[src/rtl/sdc_cfg.svh]
// Constants for the synthesizer divider configuration logic
`ifndef SDC_CFG_SVH
`define SDC_CFG_SVH

// Serial shift register length
`define SDC_SR_W 14
// Field widths
`define SDC_FB_W 9
`define SDC_PD_W 2
`define SDC_TS_W 3
// Field positions inside the shifted word, first bit shifted is bit 13
`define SDC_TS_MSB 13
`define SDC_TS_LSB 11
`define SDC_PD_MSB 10
`define SDC_PD_LSB 9
`define SDC_FB_MSB 8
`define SDC_FB_LSB 0
// Reset values; feedback and post match the pulled-up parallel pins, test select resets to zero
`define SDC_FB_RST 9'h1ff
`define SDC_PD_RST 2'h3
`define SDC_TS_RST 3'h0
// Oscillator multiplier and its result width
`define SDC_VCO_MULT 12'h008
`define SDC_MULT_W 12
// Post-divider phase counter width
`define SDC_DIV_W 4
// Host pin phase length in system clocks
`define SDC_HALF_CYC 4
// Pin synchroniser vector width
`define SDC_SYNC_W 16
// Synchroniser reset pattern: control pins low, pulled-up pins high
`define SDC_SYNC_RST 16'h07ff

`endif

[src/rtl/sdc_pkg.sv]
// Types shared by both ends of the synthesizer configuration link
package sdc_pkg;

	// Post-divider codes
	typedef enum logic [1:0] {
		SDC_DIV2 = 2'b00,
		SDC_DIV4 = 2'b01,
		SDC_DIV8 = 2'b10,
		SDC_DIV1 = 2'b11
	} sdc_post_t;

	// Test output node selection
	typedef enum logic [2:0] {
		SDC_TST_LOW = 3'b000,
		SDC_TST_SHIFT = 3'b001,
		SDC_TST_VCO = 3'b010,
		SDC_TST_DIV = 3'b011,
		SDC_TST_GATE = 3'b100,
		SDC_TST_FB0 = 3'b101,
		SDC_TST_LOAD = 3'b110,
		SDC_TST_HIGH = 3'b111
	} sdc_test_t;

	// Host sequencer states
	typedef enum logic [2:0] {
		SDC_H_IDLE = 3'b000,
		SDC_H_SER_LO = 3'b001,
		SDC_H_SER_HI = 3'b010,
		SDC_H_SER_LOAD = 3'b011,
		SDC_H_PAR_OPEN = 3'b100
	} sdc_host_st_t;

endpackage

[src/rtl/sdc_link_if.sv]
// Pin bundle between the configuration host and the synthesizer
`timescale 1ns/1ps
interface sdc_link_if;
	logic s_clock; // Serial configuration clock
	logic s_data; // Serial configuration data
	logic s_load; // Serial load strobe
	logic p_load; // Parallel load strobe
	logic [8:0] par_fb; // Parallel feedback divider value
	logic par_fb_oe; // Host drives the feedback pins
	logic [1:0] par_post; // Parallel post-divider code
	logic par_post_oe; // Host drives the post-divider pins
	logic out_enable; // Output enable pin
	logic diff_clock_out_p; // True clock output
	logic diff_clock_out_n; // Complement clock output
	logic test_out; // Test output

	modport host (
		output s_clock, s_data, s_load, p_load,
		output par_fb, par_fb_oe, par_post, par_post_oe, out_enable,
		input diff_clock_out_p, diff_clock_out_n, test_out
	);

	modport dev (
		input s_clock, s_data, s_load, p_load,
		input par_fb, par_fb_oe, par_post, par_post_oe, out_enable,
		output diff_clock_out_p, diff_clock_out_n, test_out
	);
endinterface

[src/rtl/sdc_device.sv]
// Synthesizer end: serial and parallel configuration, divider, gating
`timescale 1ns/1ps
`include "sdc_cfg.svh"

module sdc_device
	import sdc_pkg::*;
(
	input wire logic i_clk_sys,
	input wire logic i_rst,
	sdc_link_if.dev link,
	output logic [`SDC_FB_W-1:0] o_cfg_feedback,
	output logic [`SDC_PD_W-1:0] o_cfg_post,
	output logic [`SDC_TS_W-1:0] o_cfg_test,
	output logic [`SDC_MULT_W-1:0] o_vco_mult,
	output logic o_out_running
);

	// Output tap of the phase counter for a post code
	function automatic logic div_tap(input sdc_post_t code,
		input logic [`SDC_DIV_W-1:0] cnt);
		logic tap;
		tap = 1'b0;
		unique case (code)
			SDC_DIV1: tap = cnt[0];
			SDC_DIV2: tap = cnt[1];
			SDC_DIV4: tap = cnt[2];
			SDC_DIV8: tap = cnt[3];
		endcase
		return tap;
	endfunction

	// Pin levels after the pull-ups
	logic [`SDC_FB_W-1:0] pin_fb; // Feedback pins as seen
	logic [`SDC_PD_W-1:0] pin_post; // Post pins as seen
	logic [`SDC_SYNC_W-1:0] pin_vec; // All pins into the synchroniser

	// Two-stage pin synchroniser
	logic [`SDC_SYNC_W-1:0] sync_a; // First stage, read only by sync_b
	logic [`SDC_SYNC_W-1:0] sync_b; // Second stage, safe to use

	// Synchronised pin views
	logic s_clk_s; // Serial clock
	logic s_data_s; // Serial data
	logic s_load_s; // Serial load strobe
	logic p_load_s; // Parallel load strobe
	logic oe_s; // Output enable
	logic [`SDC_FB_W-1:0] par_fb_s; // Parallel feedback value
	logic [`SDC_PD_W-1:0] par_post_s; // Parallel post code

	// Serial clock edge detection
	logic s_clk_q; // Serial clock one cycle late
	logic s_clk_rise; // Rising edge seen

	// Shift register and its fields
	logic [`SDC_SR_W-1:0] shift; // Serial shift register
	logic [`SDC_FB_W-1:0] ser_fb; // Feedback field
	logic [`SDC_PD_W-1:0] ser_post; // Post field
	logic [`SDC_TS_W-1:0] ser_test; // Test select field

	// Configuration latches
	logic [`SDC_FB_W-1:0] cfg_fb; // Held feedback value
	sdc_post_t cfg_post; // Held post code
	sdc_test_t cfg_test; // Held test select
	logic [`SDC_FB_W-1:0] next_fb; // Next feedback value
	sdc_post_t next_post; // Next post code
	sdc_test_t next_test; // Next test select

	// Post-divider and output gating
	logic [`SDC_DIV_W-1:0] div_cnt; // Oscillator phase counter
	logic [`SDC_DIV_W-1:0] next_cnt; // Counter one step ahead
	logic div_next; // Divided clock level next cycle
	logic oe_gate; // Enable as applied to the output
	logic next_gate; // Enable for the next output level
	logic next_out; // Next true output level
	logic next_test_out; // Next test pin level

	// Pull-ups: a pin the host does not drive reads as one
	assign pin_fb = link.par_fb_oe ? link.par_fb : {`SDC_FB_W{1'b1}};
	assign pin_post = link.par_post_oe ? link.par_post
		: {`SDC_PD_W{1'b1}};
	assign pin_vec = {link.s_clock, link.s_data, link.s_load,
		link.p_load, link.out_enable, pin_fb, pin_post};

	// Synchroniser, all pins are asynchronous to this clock
	always_ff @(posedge i_clk_sys)
	begin
		if (i_rst)
		begin
			// Idle pin levels, so open latches keep the pulled-up defaults
			// instead of loading zeros in the first cycles after reset
			sync_a <= `SDC_SYNC_RST;
			sync_b <= `SDC_SYNC_RST;
		end
		else
		begin
			sync_a <= pin_vec;
			sync_b <= sync_a;
		end
	end

	// Split the synchronised vector
	assign s_clk_s = sync_b[15];
	assign s_data_s = sync_b[14];
	assign s_load_s = sync_b[13];
	assign p_load_s = sync_b[12];
	assign oe_s = sync_b[11];
	assign par_fb_s = sync_b[10:2];
	assign par_post_s = sync_b[1:0];

	// Edge detect works on the second stage only
	assign s_clk_rise = s_clk_s & ~s_clk_q;

	// Serial clock history
	always_ff @(posedge i_clk_sys)
	begin
		if (i_rst)
			s_clk_q <= 1'b0;
		else
			s_clk_q <= s_clk_s;
	end

	// Shift register, first bit in ends up in the top position
	always_ff @(posedge i_clk_sys)
	begin
		if (i_rst)
			shift <= {`SDC_SR_W{1'b0}};
		else if (s_clk_rise)
			shift <= {shift[`SDC_SR_W-2:0], s_data_s};
	end

	// Field split of the shifted word
	assign ser_test = shift[`SDC_TS_MSB:`SDC_TS_LSB];
	assign ser_post = shift[`SDC_PD_MSB:`SDC_PD_LSB];
	assign ser_fb = shift[`SDC_FB_MSB:`SDC_FB_LSB];

	// Latch behaviour modelled as flops that follow while open.
	// A low parallel strobe is checked first so it overrides serial.
	assign next_fb = !p_load_s ? par_fb_s
		: s_load_s ? ser_fb
		: cfg_fb;
	assign next_post = !p_load_s ? sdc_post_t'(par_post_s)
		: s_load_s ? sdc_post_t'(ser_post)
		: cfg_post;
	// Test select only exists in the serial stream
	assign next_test = s_load_s ? sdc_test_t'(ser_test)
		: cfg_test;

	// Configuration latches
	always_ff @(posedge i_clk_sys)
	begin
		if (i_rst)
		begin
			cfg_fb <= `SDC_FB_RST;
			cfg_post <= sdc_post_t'(`SDC_PD_RST);
			cfg_test <= sdc_test_t'(`SDC_TS_RST);
		end
		else
		begin
			cfg_fb <= next_fb;
			cfg_post <= next_post;
			cfg_test <= next_test;
		end
	end

	// Each system clock stands for half an oscillator period here, so
	// counter bit k toggles at the oscillator rate divided by 2**k.
	// Every tap is then a square wave with 50% duty.
	assign next_cnt = div_cnt + `SDC_DIV_W'(1);
	assign div_next = div_tap(cfg_post, next_cnt);

	// Enable is only taken while the divided clock is low next cycle,
	// so a high phase is never cut short or started late.
	assign next_gate = div_next ? oe_gate : oe_s;
	assign next_out = next_gate & div_next;

	// Test pin multiplexer
	always_comb
	begin
		next_test_out = 1'b0;
		unique case (cfg_test)
			SDC_TST_LOW: next_test_out = 1'b0;
			SDC_TST_SHIFT: next_test_out = shift[`SDC_SR_W-1];
			SDC_TST_VCO: next_test_out = next_cnt[0];
			SDC_TST_DIV: next_test_out = div_next;
			SDC_TST_GATE: next_test_out = next_gate;
			SDC_TST_FB0: next_test_out = cfg_fb[0];
			SDC_TST_LOAD: next_test_out = s_load_s;
			SDC_TST_HIGH: next_test_out = 1'b1;
		endcase
	end

	// Divider counter and gated differential output.
	// Changing the post code mid-run may give one odd phase; the
	// enable should be low while reprogramming.
	always_ff @(posedge i_clk_sys)
	begin
		if (i_rst)
		begin
			div_cnt <= {`SDC_DIV_W{1'b0}};
			oe_gate <= 1'b0;
			link.diff_clock_out_p <= 1'b0;
			link.diff_clock_out_n <= 1'b1;
			link.test_out <= 1'b0;
		end
		else
		begin
			div_cnt <= next_cnt;
			oe_gate <= next_gate;
			link.diff_clock_out_p <= next_out;
			link.diff_clock_out_n <= ~next_out;
			link.test_out <= next_test_out;
		end
	end

	// User-side status, registered
	always_ff @(posedge i_clk_sys)
	begin
		if (i_rst)
		begin
			o_cfg_feedback <= `SDC_FB_RST;
			o_cfg_post <= `SDC_PD_RST;
			o_cfg_test <= `SDC_TS_RST;
			o_vco_mult <= `SDC_MULT_W'(0);
			o_out_running <= 1'b0;
		end
		else
		begin
			o_cfg_feedback <= cfg_fb;
			o_cfg_post <= cfg_post;
			o_cfg_test <= cfg_test;
			// Multiplier of the reference frequency
			o_vco_mult <= `SDC_VCO_MULT * `SDC_MULT_W'(cfg_fb);
			o_out_running <= next_gate;
		end
	end

endmodule

[src/flat_wrapper.sv]
// flat-port wrapper written by rule: the top's interface ports become plain ports
module sdc_device_flat import sdc_pkg::*;
  (i_clk_sys, i_rst, o_cfg_feedback, o_cfg_post, o_cfg_test, o_vco_mult, o_out_running, link_s_clock, link_s_data, link_s_load, link_p_load, link_par_fb, link_par_fb_oe, link_par_post, link_par_post_oe, link_out_enable, link_diff_clock_out_p, link_diff_clock_out_n, link_test_out);
  sdc_link_if link_i ();
  input wire logic i_clk_sys;
  input wire logic i_rst;
  output logic [`SDC_FB_W-1:0] o_cfg_feedback;
  output logic [`SDC_PD_W-1:0] o_cfg_post;
  output logic [`SDC_TS_W-1:0] o_cfg_test;
  output logic [`SDC_MULT_W-1:0] o_vco_mult;
  output logic o_out_running;
  input wire logic [$bits(link_i.s_clock)-1:0] link_s_clock;
  input wire logic [$bits(link_i.s_data)-1:0] link_s_data;
  input wire logic [$bits(link_i.s_load)-1:0] link_s_load;
  input wire logic [$bits(link_i.p_load)-1:0] link_p_load;
  input wire logic [$bits(link_i.par_fb)-1:0] link_par_fb;
  input wire logic [$bits(link_i.par_fb_oe)-1:0] link_par_fb_oe;
  input wire logic [$bits(link_i.par_post)-1:0] link_par_post;
  input wire logic [$bits(link_i.par_post_oe)-1:0] link_par_post_oe;
  input wire logic [$bits(link_i.out_enable)-1:0] link_out_enable;
  output wire logic [$bits(link_i.diff_clock_out_p)-1:0] link_diff_clock_out_p;
  output wire logic [$bits(link_i.diff_clock_out_n)-1:0] link_diff_clock_out_n;
  output wire logic [$bits(link_i.test_out)-1:0] link_test_out;
  assign link_i.s_clock = link_s_clock;
  assign link_i.s_data = link_s_data;
  assign link_i.s_load = link_s_load;
  assign link_i.p_load = link_p_load;
  assign link_i.par_fb = link_par_fb;
  assign link_i.par_fb_oe = link_par_fb_oe;
  assign link_i.par_post = link_par_post;
  assign link_i.par_post_oe = link_par_post_oe;
  assign link_i.out_enable = link_out_enable;
  assign link_diff_clock_out_p = link_i.diff_clock_out_p;
  assign link_diff_clock_out_n = link_i.diff_clock_out_n;
  assign link_test_out = link_i.test_out;
  sdc_device u_core (.i_clk_sys(i_clk_sys), .i_rst(i_rst), .link(link_i), .o_cfg_feedback(o_cfg_feedback), .o_cfg_post(o_cfg_post), .o_cfg_test(o_cfg_test), .o_vco_mult(o_vco_mult), .o_out_running(o_out_running));
endmodule
[config.mk]
export PLATFORM = sky130hd
export DESIGN_NAME = sdc_device_flat
export DESIGN_NICKNAME = d
export VERILOG_FILES = /design/src/rtl/sdc_pkg.sv /design/src/rtl/sdc_link_if.sv /design/src/rtl/sdc_device.sv /design/src/flat_wrapper.sv
export VERILOG_INCLUDE_DIRS = /design/src /design/src/rtl
export SDC_FILE = /design/constraint.sdc
export NUM_CORES = 1
export LEC_CHECK = 0
export ABC_CLOCK_PERIOD_IN_PS = 3200
export BUFFER_PORTS_ARGS = -buffer_cell sky130_fd_sc_hd__buf_2
export CAP_MARGIN = 20
export CORE_MARGIN = 2
export CORE_UTILIZATION = 57
export CTS_CLUSTER_DIAMETER = 150
export DETAILED_ROUTE_END_ITERATION = 8
export PLACE_DENSITY = 0.8
export SETUP_SLACK_MARGIN = 0.05
export SYNTH_ARGS = -nofsm -noshare
export SYNTH_HDL_FRONTEND = slang
export SYNTH_SLANG_ARGS = --single-unit
[constraint.sdc]
create_clock -name i_clk_sys -period 3.2 [get_ports i_clk_sys]
set_clock_uncertainty 0.1 [all_clocks]
set_input_delay 0.32 -clock i_clk_sys [delete_from_list [all_inputs] [get_ports i_clk_sys]]
set_output_delay 0.32 -clock i_clk_sys [all_outputs]
set_load 0.005 [all_outputs]
==> metrics, run 1 <==
status completed; # fillers 407; Synth cell types 36; PwrDens 570 nW/um2; metal2 WL 1880 um; Die Area 6010 um2; complex-gate fraction of the synthesized area 7.43%; Seq pwr share 59.8%; clk slew on worst S/H paths 80 ps; largest net degree at the start of global routing 52; Cell Rows 26; Least-Margin Pin Slew 969 ps; DR iter-0 viols 99; vias in the first global route 1728; FMAX 0.568 GHz; Synth Register Bits 92; crit end category register; Antenna Nets Post-Route 0; Final Setup Violations 0; RSZ-0062 raised after global routing false; commonest non-fill, non-tap cell in the layout dfxtp_1; TritonCTS Buffers 9; H-tree depth 3; Period Utilization, post-route 55.0%; most frequent cells in the layout dfxtp_1, buf_2, or2_2; Slew Viols, Final 0; routed via count 1979; CP Class reg2reg; CTS Sinks 92; P_int 0.00156 W; M1 WL 2160 um; min Tclk post-route 1760 ps; Crit path required time 3340 ps; top_reg_cell synth dfxtp_1; post-synthesis adder-cell area fraction 0.406%; I/O pins 50; Peak VDD IR 0.000363 V; worst-case reg-to-reg path depth 3; die span in y 77.5 um; met3 wire len 195 um; multiplexer share of the synthesized area 4.91%; CP Max Fanout 16; CTS resizes 0; Placeable Area 5170 um2; Ant. Diodes 0; FF-to-FF setup slack 1440 ps; net switching power 0.000429 W; Root Buffer clkbuf_8; Comb pwr share 4.4%; insertion delay to the later sink of the worst-skew pair 350 ps; register area 1840 um2; Pre-antenna DRT Iters 4; area used by multi-input combinational logic 1140 um2; NumNets Final 365; fin util 67.7%; Hold EP u_core.sync_a[2]; synthesized area 3080 um2; Area growth, synth to finish 13.6%; TritonCTS clock tree yes; reg-to-reg startpoint u_core.sync_b[13]; CTS Hold Bufs 0; number of failing hold endpoints at the final stage 0; Synth Area in Simple Gates 23.3%; Leak 1.37 nW; Die X-Extent 77.5 um; setup bufs post-CTS 0; Mean Syn Cell Area 10.1 um2; Max Cap Violations 0; min-delay src link_par_fb[0]; register area share after synthesis 59.8%; Worst EP arrival 1900 ps; Placer Congestion 0.765; reg-to-reg endpoint u_core.cfg_fb[7]; Net Sw Frac 21.5%; Worst setup SP type register; IO buf count 46; slew margin rel. 35.3%; first-pass GRT wire length 7520 um; DRC 0; EDFF count, synth 0; Synthesis Warnings 0; DR vias/cell 4.72; fraction of registers with async set/reset 0%; GRT Total Usage 15.8%; drt total wl 4330 um; largest family of logic cells by synthesized area simple AND/OR/NAND/NOR gates; top sig layer met4; share of cells above drive strength 1 28.4%; total power 0.00199 W; placed cell areas 3310 um2; WHS Path Cells 2; cells after synthesis 305; TNS Setup 0 ps; grt ovf 0; Initial Utilization 59.6%; clock share of power 35.8%; hpwl dp 2790 um; Post-Synth XOR/XNOR Area 0.569%; initial antenna violation count 0; drt wl/cell 10.3 um; Final Cell Area 3500 um2; Bufs on Longest Clock Path 2; Hold WC Path Type in2reg
[critical path: stages (launching register included)]
cell and delay [ps]:
dfxtp_1 890, mux2i_1 270, a21oi_1 80, or2_2 300
[per-layer routing]
layer  up-vias  GRT usage [%]
met1       870           20.0
li1       1055              -
met4         0           9.64
met2        45           23.6
met3         9           4.88
met5         -              0
[cell type report]
type / count / share of cell area, %
Tap cell: 70 / 2.50
Inverter: 1 / 0.107
Sequential cell: 92 / 52.6
Timing Repair Buffer: 47 / 6.79
Clock inverter: 3 / 0.572
Multi-Input combinational cell: 193 / 32.6
Clock buffer: 13 / 4.83
[stage by stage]
stage	cells	hold slack [ps]	setup slack, ps
after global placement	403	291	1490
after global routing	419	27.9	1310
final	419	42.2	1440
after floorplan	307	289	1640
after detailed placement	403	294	1450
after CTS	419	32.8	1430
[state kept, by name, indices dropped and copies added, names as in the netlist, 3 cells and up]
signal	flops
u_core.sync_a	16
u_core.cfg_fb	9
u_core.div_cnt	4
u_core.sync_b	16
u_core.o_cfg_feedback	9
u_core.o_cfg_test	3
u_core.cfg_test	3
u_core.o_vco_mult	9
u_core.shift	14
[power by group through the flow]
stage / Clock (W) / Sequential (W) / Combinational, W
floorplan: 0 / 0.00121 / 0.0000682
global placement: 0 / 0.00122 / 0.0000864
detailed placement: 0 / 0.00122 / 0.0000889
CTS: 0.000730 / 0.00119 / 0.0000888
global route: 0.000789 / 0.00120 / 0.0000989
finish: 0.000713 / 0.00119 / 0.0000877
[how the worst max path moves through the flow]
stage                       from                 end  slack [ps]  depth (start not counted)
3_5_place_dp   u_core.sync_b[13]  u_core.cfg_post[1]        1450                          3
2_1_floorplan  u_core.div_cnt[0]      u_core.oe_gate        1640                          5
4_1_cts        u_core.div_cnt[0]      u_core.oe_gate        1430                          5
5_1_grt        u_core.div_cnt[0]      u_core.oe_gate        1310                          5
6_report       u_core.sync_b[13]    u_core.cfg_fb[7]        1440                          3
3_3_place_gp   u_core.div_cnt[0]      u_core.oe_gate        1490                          5
[cell families (layout without fill, tap and decap cells)]
| kind of cell | count (synthesis) | after routing |
|---|---|---|
| buffers and inverters | 22 | 64 |
| XOR/XNOR | 2 | 2 |
| AO/OA/AOI/OAI | 38 | 38 |
| flip-flops | 92 | 92 |
| adder cells (fa/ha/maj) | 1 | 1 |
| multiplexers | 15 | 15 |
| other | 1 | 3 |
| AND/OR/NAND/NOR | 134 | 134 |
[synthesized netlist by cell type, drive strengths merged, types with 2 or more instances]
master | count | share of area [%]
nand2b | 14 | 2.8
a21oi | 26 | 4.2
a211oi | 2 | 0.65
o21ai | 3 | 0.49
nand2 | 31 | 3.8
mux2i | 14 | 4.5
nor3b | 3 | 0.73
nor2b | 27 | 5.5
clkbuf | 12 | 1.5
dfxtp | 92 | 60
buf | 9 | 1.9
or2 | 33 | 6.7
or3b | 2 | 0.57
nor2 | 20 | 2.4
Power figures use the tool's default switching activity.
==> inputs of run 2 (changes only) <==
--- a/config.mk
+++ b/config.mk
@@ -6,14 +6,14 @@
 export SDC_FILE = /design/constraint.sdc
 export NUM_CORES = 1
 export LEC_CHECK = 0
-export ABC_CLOCK_PERIOD_IN_PS = 3200
+export ABC_CLOCK_PERIOD_IN_PS = 1700
 export BUFFER_PORTS_ARGS = -buffer_cell sky130_fd_sc_hd__buf_2
 export CAP_MARGIN = 20
 export CORE_MARGIN = 2
-export CORE_UTILIZATION = 57
+export CORE_UTILIZATION = 55
 export CTS_CLUSTER_DIAMETER = 150
 export DETAILED_ROUTE_END_ITERATION = 8
-export PLACE_DENSITY = 0.8
+export PLACE_DENSITY = 0.78
 export SETUP_SLACK_MARGIN = 0.05
 export SYNTH_ARGS = -nofsm -noshare
 export SYNTH_HDL_FRONTEND = slang
==> constraint.sdc (replaced) <==
create_clock -name i_clk_sys -period 1.7 [get_ports i_clk_sys]
set_clock_uncertainty 0.1 [all_clocks]
set_input_delay 0.17 -clock i_clk_sys [delete_from_list [all_inputs] [get_ports i_clk_sys]]
set_output_delay 0.17 -clock i_clk_sys [all_outputs]
set_load 0.005 [all_outputs]
==> metrics, run 2 (synthesis results as in run 1) <==
setup slack after layout 98.8 ps (-1340 ps); Pre-antenna DRT Iters 5 (+1); Cell Rows 27 (+3.8%); CTS Sinks 92 (unchanged); initial antenna violation count 0 (unchanged); I/O pins 50 (unchanged); insertion delay to the later sink of the worst-skew pair 350 ps (about the same); CP Max Fanout 9 (-7); most frequent cells in the layout dfxtp_1, buf_2, or2_2; Max Cap Violations 0 (unchanged); RSZ-0062 raised after global routing false; Die Area 6220 um2 (+3.4%); Placeable Area 5470 um2 (+5.8%); PwrDens 1010 nW/um2 (+78%); hpwl dp 2860 um (+2.7%); CP Class reg2reg; register area 1850 um2 (+0.34%); GRT Total Usage 16.7% (+0.85 points); Die X-Extent 78.8 um (+1.7%); number of failing hold endpoints at the final stage 0 (unchanged); Worst EP arrival 1770 ps (-130 ps); TritonCTS clock tree yes; clk slew on worst S/H paths 90 ps (about the same); dpl ws -61.0 ps (-1510 ps); largest net degree at the start of global routing 65 (+25%); area used by multi-input combinational logic 1180 um2 (+3.5%); Ant. Diodes 0 (unchanged); slew margin rel. 51.4% (+16 points); # fillers 432 (+6.1%); TritonCTS Buffers 9 (unchanged); TNS Setup 0 ps (unchanged); Period Utilization, post-route 94.2% (+39 points); Crit path required time 1870 ps (-1470 ps); Least-Margin Pin Slew 729 ps (-240 ps); Worst setup SP type register; die span in y 78.8 um (+1.7%); Antenna Nets Post-Route 0 (unchanged); Top Registers u_core.sync_a: 16 flops, u_core.sync_b: 16 flops, u_core.shift: 14 flops; status completed; min Tclk post-route 1600 ps (-160 ps); Slew Viols, Final 0 (unchanged); crit end category register; drt total wl 4960 um (+15%); commonest non-fill, non-tap cell in the layout dfxtp_1; DR iter-0 viols 132 (+33%); fin util 68.4% (+0.70 points); routed via count 2053 (+3.7%); DR vias/cell 4.68 (-0.99%); Initial Utilization 56.3% (-3.3 points); FMAX 0.625 GHz (+10%); IO buf count 46 (unchanged); Bufs on Longest Clock Path 2 (unchanged); NumNets Final 383 (+4.9%); H-tree depth 3 (unchanged); DRC 0 (unchanged); Leak 1.47 nW (+6.9%); total power 0.00379 W (+90%); grt ovf 0 (unchanged); share of cells above drive strength 1 29.4% (+1.1 points); Hold WC Path Type in2reg; Area growth, synth to finish 21.4%; Root Buffer clkbuf_8; Final Setup Violations 0 (unchanged); Peak VDD IR 0.000753 V (+110%); first-pass GRT wire length 7940 um (+5.5%); drt wl/cell 11.3 um (+9.3%); Placer Congestion 0.741 (-3.1%); vias in the first global route 1858 (+7.5%)
run 2: cell count changes in the layout (fill, tap and decap cells not counted), moves of 2 or more:
cell / previous run / this run
dfxtp_1: 92 / 89
buf_12: 0 / 2
clkinvlp_4: 2 / 0
clkbuf_1: 1 / 3
nor3b_2: 0 / 2
nor3b_1: 3 / 1
dlygate4sd3_1: 0 / 16
dfxtp_2: 0 / 2
run 2: area by class of cell:
type,instances,area share (%)
Clock buffer,15,4.72
Clock inverter,1,0.134
Inverter,1,0.100
Multi-Input combinational cell,193,31.5
Sequential cell,92,49.4
Tap cell,72,2.41
Timing Repair Buffer,65,11.7
run 2: worst paths after layout:
| check | cells past startpoint | start | slack (ps) | endpoint |
|---|---|---|---|---|
| worst max-delay path | 4 | u_core.cfg_post[0] | 100 | u_core.link.test_out |
| worst min register to register | 1 | u_core.sync_a[1] | 310 | u_core.sync_b[1] |
| worst max register to register | 4 | u_core.cfg_post[0] | 100 | u_core.link.test_out |
| worst min-delay path | 2 | link_par_post_oe | 20 | u_core.sync_a[0] |
run 2: what timing repair did:
item | 4_1_cts | 5_1_grt
gates cloned | 0 | 0
setup buffers | 0 | 0
endpoints found under the setup margin | 4 | 1
hold buffers | 16 | 0
endpoints found under the hold margin | 16 | 0
pin swaps | 0 | 3
resized for setup | 4 | 7
run 2: routing by layer:
| layer | track usage [%] | vias up | part of all wire [%] |
|---|---|---|---|
| li1 | - | 1085 | - |
| met1 | 19.3 | 911 | 47 |
| met2 | 27.5 | 48 | 47 |
| met3 | 4.55 | 9 | 3.9 |
| met4 | 10.2 | 0 | 2.2 |
| met5 | 0 | - | 0 |
run 2: critical path, cell delays in order (launching register included):
cell and delay (ps):
dfxtp_2 380, a31o_2 230, a22oi_2 170, mux2_1 380, a221oi_2 260
run 2: power by group:
part	switching [W]	total, W	leakage (nW)	internal (W)
clock network	0.000675	0.00133	0.0937	0.000652
registers	0.0000301	0.00224	0.753	0.00221
logic	0.0000968	0.000219	0.621	0.000123
total	0.000802	0.00379	1.47	0.00299
run 2: stage by stage:
stage | cell area (um2) | instances | hold slack (ps)
CTS | 3720 | 439 | 8.03
global route | 3740 | 439 | 6.22
global placement | 3350 | 407 | 253
finish | 3740 | 439 | 19.8
detailed placement | 3350 | 407 | 253
floorplan | 3090 | 307 | 171
